--- config.mk ---
export PLATFORM = sky130hd
export DESIGN_NAME = fbpe_port
export DESIGN_NICKNAME = d
export VERILOG_FILES = /design/src/rtl/fbpe_pkg.sv /design/src/rtl/fbpe_sync.sv /design/src/rtl/fbpe_port.sv
export VERILOG_INCLUDE_DIRS = /design/src /design/src/rtl
export SDC_FILE = /design/constraint.sdc
export NUM_CORES = 1
export LEC_CHECK = 0
export ABC_AREA = 1
export BUFFER_PORTS_ARGS = -buffer_cell sky130_fd_sc_hd__buf_2
export CORE_ASPECT_RATIO = 1.25
export CORE_MARGIN = 2
export CORE_UTILIZATION = 40
export CTS_CLUSTER_DIAMETER = 100
export CTS_CLUSTER_SIZE = 40
export DETAILED_ROUTE_END_ITERATION = 12
export PLACE_DENSITY = 0.68
export SLEW_MARGIN = 20
export SYNTH_ARGS = -nofsm -noshare
export SYNTH_HDL_FRONTEND = slang
export SYNTH_SLANG_ARGS = --single-unit
--- constraint.sdc ---
create_clock -name clk -period 2 [get_ports clk]
set_clock_uncertainty 0.05 [all_clocks]
set_input_delay 0.2 -clock clk [delete_from_list [all_inputs] [get_ports clk]]
set_output_delay 0.2 -clock clk [all_outputs]
set_load 0.02 [all_outputs]
--- src/rtl/fbpe_params.svh ---
// Register offsets, field positions, reset values and the digital selection code for the four-bit port.
`ifndef FBPE_PARAMS_SVH
`define FBPE_PARAMS_SVH
`define FBPE_OFF_PINS 12'h000
`define FBPE_OFF_LATCH 12'h004
`define FBPE_OFF_DIR 12'h008
`define FBPE_OFF_CTRL 12'h00c
`define FBPE_OFF_PSPDATA 12'h010
`define FBPE_BIT_IBF 7
`define FBPE_BIT_OBF 6
`define FBPE_BIT_INPUT_OVERFLOW 5
`define FBPE_BIT_MODE 4
`define FBPE_DIR_RESET 3'h7
`define FBPE_ANALOG_RESET 3'h7
`define FBPE_DIGITAL_CFG 4'ha
`endif

--- src/rtl/fbpe_pkg.sv ---
// Types shared by the four-bit port design.
package fbpe_pkg;
	typedef enum logic [1:0] {
		FBPE_IDLE = 2'b00,
		FBPE_WRITE = 2'b01,
		FBPE_READ = 2'b11
	} fbpe_strobe_type;
endpackage

--- src/rtl/fbpe_sync.sv ---
// Two-flop synchroniser for a group of pin inputs.
`timescale 1ns/1ns
module fbpe_sync #(
	parameter int W = 1
) (
	// Clock and reset.
	input wire logic clk,
	input wire logic rst,
	// Data.
	input wire logic [W-1:0] asyncIn,
	output logic [W-1:0] syncOut
);
	logic [W-1:0] meta_r;
	always_ff @(posedge clk) begin
		if (rst) begin
			meta_r <= '0;
			syncOut <= '0;
		end else begin
			meta_r <= asyncIn;
			syncOut <= meta_r;
		end
	end
endmodule

--- src/rtl/fbpe_port.sv ---
// Four-bit general-purpose port with slave-port status, behind an APB slave.
// How it works
// - Large package: four pins, three each selectable as input or output.
// - Direction bit one makes the pin an input with its driver off.
// - Direction bit zero drives the pin from its output latch bit.
// - Pins set analog read back as zero on the digital path.
// - Direction bits still control the drivers while pins are analog.
// - After reset the three configurable pins are analog inputs.
// - Latch register reads latched value; writes update it.
// - Fuse zero: fourth pin is digital input only, no direction or latch.
// - Fuse set: fourth pin is the external master clear input.
// - Small package: port exists only with fuse zero, fourth pin only.
// - Pin read bit 3 exists only with master clear disabled.
// - Input-buffer-full reads one while a received word is unread.
// - Output-buffer-full reads one until the host reads the word.
// - Host write onto an unread word sets overflow until software clears.
// - Mode bit one selects slave port, zero general-purpose port.
// - Direction register bit 3 reads zero.
// - Unimplemented upper bits of pin and latch registers read zero.
// - Slave mode: pin0 read strobe, pin1 write strobe, pin2 chip select.
// - End of a host write sets input-buffer-full and the event flag.
//
// The register offsets and the APB interface to the registers were left to the implementer.
`timescale 1ns/1ns
`include "fbpe_params.svh"
module fbpe_port
	import fbpe_pkg::*;
#(
	parameter bit LARGE_PKG = 1'b1
) (
	// Clock and reset.
	input wire logic clk,
	input wire logic rst,
	// APB slave.
	input wire logic psel,
	input wire logic penable,
	input wire logic pwrite,
	input wire logic [11:0] paddr,
	input wire logic [31:0] pwdata,
	output logic [31:0] prdata,
	output logic pready,
	output logic pslverr,
	// Configuration fuse.
	input wire logic masterClearFuse,
	// Port pins.
	input wire logic [2:0] portPinIn,
	output logic [2:0] portPinOut,
	output logic [2:0] portPinOe,
	input wire logic portPin3Input,
	// Master clear request and slave-port data side.
	output logic masterClearReq,
	input wire logic [7:0] hostDataIn,
	output logic [7:0] hostDataOut,
	output logic slavePortEventFlag
);
	logic [2:0] pinSync;
	logic pin3Sync;
	logic [2:0] latch_r;
	logic [2:0] dir_r;
	logic [2:0] analog_r;
	logic [3:0] analogCfg_r;
	logic slavePortSelect_r;
	logic ibf_r;
	logic obf_r;
	logic input_overflow_r;
	logic [7:0] inWord_r;
	logic [7:0] outWord_r;
	logic event_r;
	fbpe_strobe_type strobe_r;
	fbpe_strobe_type strobe_nxt;
	logic [31:0] rdata_nxt;
	logic wrEn;
	logic rdEn;
	logic hostWriteEnd;
	logic hostReadStart;
	logic [3:0] pinRead;
	logic pin3Exists;

	fbpe_sync #(.W(4)) u_sync (
		.clk(clk),
		.rst(rst),
		.asyncIn({portPin3Input, portPinIn}),
		.syncOut({pin3Sync, pinSync})
	);

	// Single-cycle access phase; the slave never inserts wait states.
	assign wrEn = psel && penable && pwrite;
	assign rdEn = psel && penable && !pwrite;

	function automatic logic hit(input logic [11:0] a, input logic [11:0] off);
		hit = (a == off);
	endfunction

	assign pin3Exists = !masterClearFuse;

	// Digital read path; analog pins read zero and absent pins read zero.
	always_comb begin
		pinRead = 4'h0;
		if (LARGE_PKG) begin
			pinRead[2:0] = pinSync & ~analog_r;
		end
		pinRead[3] = pin3Exists & pin3Sync;
	end

	// Analog selection resets to all-analog; the field makes pins digital.
	always_ff @(posedge clk) begin
		if (rst) begin
			analogCfg_r <= 4'h0;
			analog_r <= `FBPE_ANALOG_RESET;
		end else begin
			if (wrEn && hit(paddr, `FBPE_OFF_CTRL)) begin
				analogCfg_r <= pwdata[3:0];
			end
			analog_r <= (analogCfg_r == `FBPE_DIGITAL_CFG) ? 3'h0 : `FBPE_ANALOG_RESET;
		end
	end

	// Latch and direction. Only the large package implements them.
	always_ff @(posedge clk) begin
		if (rst) begin
			latch_r <= 3'h0;
			dir_r <= `FBPE_DIR_RESET;
			slavePortSelect_r <= 1'b0;
		end else if (LARGE_PKG && wrEn) begin
			if (hit(paddr, `FBPE_OFF_LATCH) || hit(paddr, `FBPE_OFF_PINS)) begin
				latch_r <= pwdata[2:0];
			end else if (hit(paddr, `FBPE_OFF_DIR)) begin
				dir_r <= pwdata[2:0];
				slavePortSelect_r <= pwdata[`FBPE_BIT_MODE];
			end
		end
	end

	// Drivers follow direction even in analog mode; software must keep inputs.
	always_ff @(posedge clk) begin
		if (rst) begin
			portPinOe <= 3'h0;
			portPinOut <= 3'h0;
		end else begin
			portPinOe <= LARGE_PKG ? ~dir_r : 3'h0;
			portPinOut <= latch_r;
		end
	end

	// Fuse set turns the fourth pin into master clear, active low.
	always_ff @(posedge clk) begin
		if (rst) begin
			masterClearReq <= 1'b0;
		end else begin
			masterClearReq <= masterClearFuse && !pin3Sync;
		end
	end

	// Strobes are active low; chip select gates both.
	always_comb begin
		strobe_nxt = FBPE_IDLE;
		if (LARGE_PKG && slavePortSelect_r && !pinSync[2]) begin
			if (!pinSync[1]) begin
				strobe_nxt = FBPE_WRITE;
			end else if (!pinSync[0]) begin
				strobe_nxt = FBPE_READ;
			end
		end
	end

	always_ff @(posedge clk) begin
		if (rst) begin
			strobe_r <= FBPE_IDLE;
		end else begin
			strobe_r <= strobe_nxt;
		end
	end

	assign hostWriteEnd = (strobe_r == FBPE_WRITE) && (strobe_nxt != FBPE_WRITE);
	assign hostReadStart = (strobe_r != FBPE_READ) && (strobe_nxt == FBPE_READ);

	// Host data capture and buffer flags; hardware set wins over software clear.
	always_ff @(posedge clk) begin
		if (rst) begin
			inWord_r <= 8'h00;
			ibf_r <= 1'b0;
			input_overflow_r <= 1'b0;
		end else begin
			if (hostWriteEnd) begin
				inWord_r <= hostDataIn;
				ibf_r <= 1'b1;
				if (ibf_r) begin
					input_overflow_r <= 1'b1;
				end
			end else if (rdEn && hit(paddr, `FBPE_OFF_PSPDATA)) begin
				ibf_r <= 1'b0;
			end
			if (!(hostWriteEnd && ibf_r) && wrEn && hit(paddr, `FBPE_OFF_DIR)
				&& !pwdata[`FBPE_BIT_INPUT_OVERFLOW]) begin
				input_overflow_r <= 1'b0;
			end
		end
	end

	always_ff @(posedge clk) begin
		if (rst) begin
			outWord_r <= 8'h00;
			obf_r <= 1'b0;
		end else begin
			if (wrEn && hit(paddr, `FBPE_OFF_PSPDATA)) begin
				outWord_r <= pwdata[7:0];
				obf_r <= 1'b1;
			end else if (hostReadStart) begin
				obf_r <= 1'b0;
			end
		end
	end

	always_ff @(posedge clk) begin
		if (rst) begin
			hostDataOut <= 8'h00;
			event_r <= 1'b0;
			slavePortEventFlag <= 1'b0;
		end else begin
			hostDataOut <= outWord_r;
			if (hostWriteEnd || (strobe_r == FBPE_READ && strobe_nxt != FBPE_READ)) begin
				event_r <= 1'b1;
			end else if (wrEn && hit(paddr, `FBPE_OFF_CTRL) && pwdata[8]) begin
				event_r <= 1'b0;
			end
			slavePortEventFlag <= event_r;
		end
	end

	// Read mux; unimplemented bits stay zero.
	always_comb begin
		rdata_nxt = 32'h0;
		if (hit(paddr, `FBPE_OFF_PINS)) begin
			rdata_nxt[3:0] = pinRead;
		end else if (hit(paddr, `FBPE_OFF_LATCH)) begin
			rdata_nxt[2:0] = LARGE_PKG ? latch_r : 3'h0;
		end else if (hit(paddr, `FBPE_OFF_DIR)) begin
			if (LARGE_PKG) begin
				rdata_nxt[2:0] = dir_r;
				rdata_nxt[`FBPE_BIT_MODE] = slavePortSelect_r;
				rdata_nxt[`FBPE_BIT_INPUT_OVERFLOW] = input_overflow_r;
				rdata_nxt[`FBPE_BIT_OBF] = obf_r;
				rdata_nxt[`FBPE_BIT_IBF] = ibf_r;
			end
			rdata_nxt[3] = 1'b0;
		end else if (hit(paddr, `FBPE_OFF_CTRL)) begin
			rdata_nxt[3:0] = analogCfg_r;
			rdata_nxt[8] = event_r;
		end else if (hit(paddr, `FBPE_OFF_PSPDATA)) begin
			rdata_nxt[7:0] = inWord_r;
		end
	end

	// Answer is registered from the setup phase, so pready is high in the access phase; read data is held in a flop.
	always_ff @(posedge clk) begin
		if (rst) begin
			prdata <= 32'h0;
			pready <= 1'b0;
			pslverr <= 1'b0;
		end else begin
			prdata <= rdata_nxt;
			pready <= psel && !penable;
			pslverr <= psel && !penable && !(hit(paddr, `FBPE_OFF_PINS)
				|| hit(paddr, `FBPE_OFF_LATCH) || hit(paddr, `FBPE_OFF_DIR)
				|| hit(paddr, `FBPE_OFF_CTRL) || hit(paddr, `FBPE_OFF_PSPDATA));
		end
	end

	// Assertions.
	drive_dir_a: assert property (@(posedge clk) disable iff (rst)
		portPinOe == (LARGE_PKG ? ~$past(dir_r) : 3'h0))
		else $error("pin enable does not follow direction");
	drive_val_a: assert property (@(posedge clk) disable iff (rst)
		portPinOut == $past(latch_r))
		else $error("pin output does not follow latch");
	analog_zero_a: assert property (@(posedge clk) disable iff (rst)
		(hit(paddr, `FBPE_OFF_PINS) && analog_r == 3'h7) |-> rdata_nxt[2:0] == 3'h0)
		else $error("analog pin read nonzero");
	pin3_fuse_a: assert property (@(posedge clk) disable iff (rst)
		masterClearFuse |-> pinRead[3] == 1'b0)
		else $error("fourth pin read with master clear active");
	ibf_set_a: assert property (@(posedge clk) disable iff (rst)
		hostWriteEnd |=> ibf_r && event_r)
		else $error("host write end did not set flags");
	input_overflow_set_a: assert property (@(posedge clk) disable iff (rst)
		(hostWriteEnd && ibf_r) |=> input_overflow_r)
		else $error("overflow not flagged");
	obf_set_a: assert property (@(posedge clk) disable iff (rst)
		(wrEn && hit(paddr, `FBPE_OFF_PSPDATA)) |=> obf_r)
		else $error("output buffer full not set");
	dir_bit3_a: assert property (@(posedge clk) disable iff (rst)
		hit(paddr, `FBPE_OFF_DIR) |-> rdata_nxt[3] == 1'b0)
		else $error("direction bit 3 reads nonzero");
	obf_clr_a: assert property (@(posedge clk) disable iff (rst)
		(hostReadStart && !(wrEn && hit(paddr, `FBPE_OFF_PSPDATA))) |=> !obf_r)
		else $error("host read did not clear output buffer full");
endmodule

==> metrics.txt <==
Worst Path Required=2170 ps; GP Congestion=0.8549; fmax=588.9 MHz; Cells after Synth=343; number of global-route vias before repair=2210; post_cts resized=0; Synth top area share=49.71%; Post-Route WL=5.946 mm; H-Tree Depth=3; antenna violations before repair=0; GR Overflow Total=0; critical path type=in2reg; post-synthesis sequential area ratio=49.71%; deepest clock path buffer count=2; core area=0.006648 mm²; Inserted Diodes=0; largest net degree at the start of global routing=24; CTS tree=done; unrepaired setup endpoints after global routing=no; via count=2324; worst skew pair latency=340 ps; maxcap violations=0; CTS hold repair buffers=5; number of port buffers=65; Reg clk slew, reported paths=80 ps; Core Util, Final=50.50%; final worst path period need=1698 ps; die width=78.55 µm; DR iter-0 viols=116; Core Rows=33; starting density of the core=41.80%; final hold viol count=0; vias per inst=4.557; Finish-stage setup viols=0; CTS Buf Count=9; synth cell count leaders=69 x dfxtp_1, 50 x nor2_1, 44 x inv_1; Yosys top cell by area=dfxtp_1; CP Max Fanout=8; Peak supply drop=501.8 µV; most numerous cell in the Yosys netlist=dfxtp_1; Post-synth EDFFs=0; WL/cell=11.66 µm; Worst Setup End Kind=register; power density cells=813.5 mW/mm²; DRC Markers=0; Tcrit/Tclk final=84.90%; Die Height=97.19 µm; layout cells sized above 1=25.30%; first-pass GRT wire length=9.908 mm; synth warn=0; die area=0.007634 mm²; Placed Instances=489; worst hold path type=in2reg; Post-CTS Setup Bufs=0; Total GRT Usage=16.57%; Slew Limit Fails=0; register bit count reported by yosys=69; largest cells by area after synthesis=dfxtp_1 50%, nor2_1 6.8%, buf_4 6.2%, inv_1 5.9%, o21ai_0 5.2%; CTS root buffer=clkbuf_8; Area Growth Syn to Fin=20.80%; post-synthesis cell type count=30; Post-synth top flop=dfxtp_1; Post-Layout Cell Count=510; # nets final=480; num ports=112; Clock Sinks=69; setup TNS=0 ps; CP arrival=1870 ps; post-synthesis async set-or-reset flop share=0%; CP Launch Type=input port; synthesized area per cell=8.102 µm²; post-detailed-route count of antenna-violating nets=0; P_leak=0.001549 µW; outcome=complete, no violations; synthesized area=0.002779 mm²; first-pass detailed-route iteration total=4; DP HPWL=4.274 mm
==> metrics by stage <==
step	hold WS, ps	total power [µW]	cell area (µm²)	worst slack (ps)
floorplan	233.1	1556	2861	795.4
global placement	341.1	1585	3099	427.4
detailed placement	346.0	1586	3099	379.0
CTS	27.68	2759	3357	318.0
global route	58.11	2843	3357	156.9
finish	39.29	2731	3357	301.9
==> worst paths after layout <==
kind,cells past startpoint,slack (ps),end,startpoint
worst min register to register,2,360,u_sync.syncOut[2]$_SDFF_PP0_,u_sync.meta_r[2]$_SDFF_PP0_
worst max register to register,7,620,inWord_r[2]$_SDFFE_PP0P_,slavePortSelect_r$_SDFFE_PP0P_
worst min-delay path,3,40,masterClearReq$_SDFF_PP0_,masterClearFuse
worst max-delay path,7,300,outWord_r[7]$_SDFFE_PP0P_,penable
==> flip-flops by register name, summed over array words and instances (netlist names), 3 cells and up <==
name / flops
analogCfg_r: 4
dir_r: 3
hostDataOut: 8
inWord_r: 8
latch_r: 3
outWord_r: 8
portPinOe: 3
portPinOut: 3
prdata: 9
u_sync.meta_r: 4
u_sync.syncOut: 4
==> metal layers <==
layer,vias up,GRT usage (%),wire [µm]
met5,-,0,0
met2,71,27.22,2934
met3,9,4.554,351
met1,1039,19.98,2563
met4,0,7.422,95
li1,1205,-,-
==> cell families (layout without fill, tap and decap cells) <==
| group | count (synthesis) | count (layout) | synth area share [%] |
|---|---|---|---|
| AO/OA/AOI/OAI | 63 | 63 | 12.65 |
| AND/OR/NAND/NOR | 130 | 130 | 22.92 |
| flip-flops | 69 | 69 | 49.71 |
| buffers and inverters | 80 | 138 | 14.59 |
| other | 1 | 23 | 0.1349 |
==> worst max-delay path: stages <==
cell and delay (ps):
dlygate4sd3_1 530, buf_2 120, nand3_1 90, inv_1 240, nand4_1 330, o21ai_0 300, a21oi_1 60
==> report_power, final <==
group / switching, µW / leakage, µW / internal (µW)
sequential: 3.60 / 0.000558 / 1380
clock: 548 / 0.000107 / 620
combinational: 122 / 0.000884 / 54.0
total: 674 / 0.00155 / 2060
==> area by class of cell <==
type                    instances  area (µm²)
clock inverters                 6       70.07
flip-flops and latches         69        1381
fillers                       661        3291
repair buffers                 73       397.9
clock buffers                  10       137.6
well taps                      87       108.9
multi-input cells             216        1075
inverters                      49       186.4
==> placed cells by master, fill, tap and decap left out <==
| cell type | count |
|---|---|
| a211oi_1 | 1 |
| a21oi_1 | 25 |
| a21oi_2 | 1 |
| a31oi_1 | 1 |
| buf_2 | 65 |
| buf_4 | 3 |
| bufinv_16 | 1 |
| clkbuf_8 | 10 |
| clkinv_1 | 1 |
| clkinv_2 | 1 |
| clkinv_4 | 2 |
| conb_1 | 23 |
| dfxtp_1 | 69 |
| dlygate4sd3_1 | 5 |
| inv_1 | 44 |
| inv_2 | 3 |
| inv_4 | 1 |
| inv_6 | 2 |
| nand2_1 | 31 |
| nand2_2 | 4 |
| nand3_1 | 26 |
| nand3_2 | 2 |
| nand3_4 | 1 |
| nand4_1 | 3 |
| nor2_1 | 50 |
| nor2_2 | 4 |
| nor2_4 | 4 |
| nor2_8 | 1 |
| nor3_1 | 3 |
| nor3_4 | 1 |
| o211ai_1 | 4 |
| o211ai_4 | 1 |
| o21ai_0 | 29 |
| o31ai_1 | 1 |
Note: power is estimated with default switching activity, not from simulation.
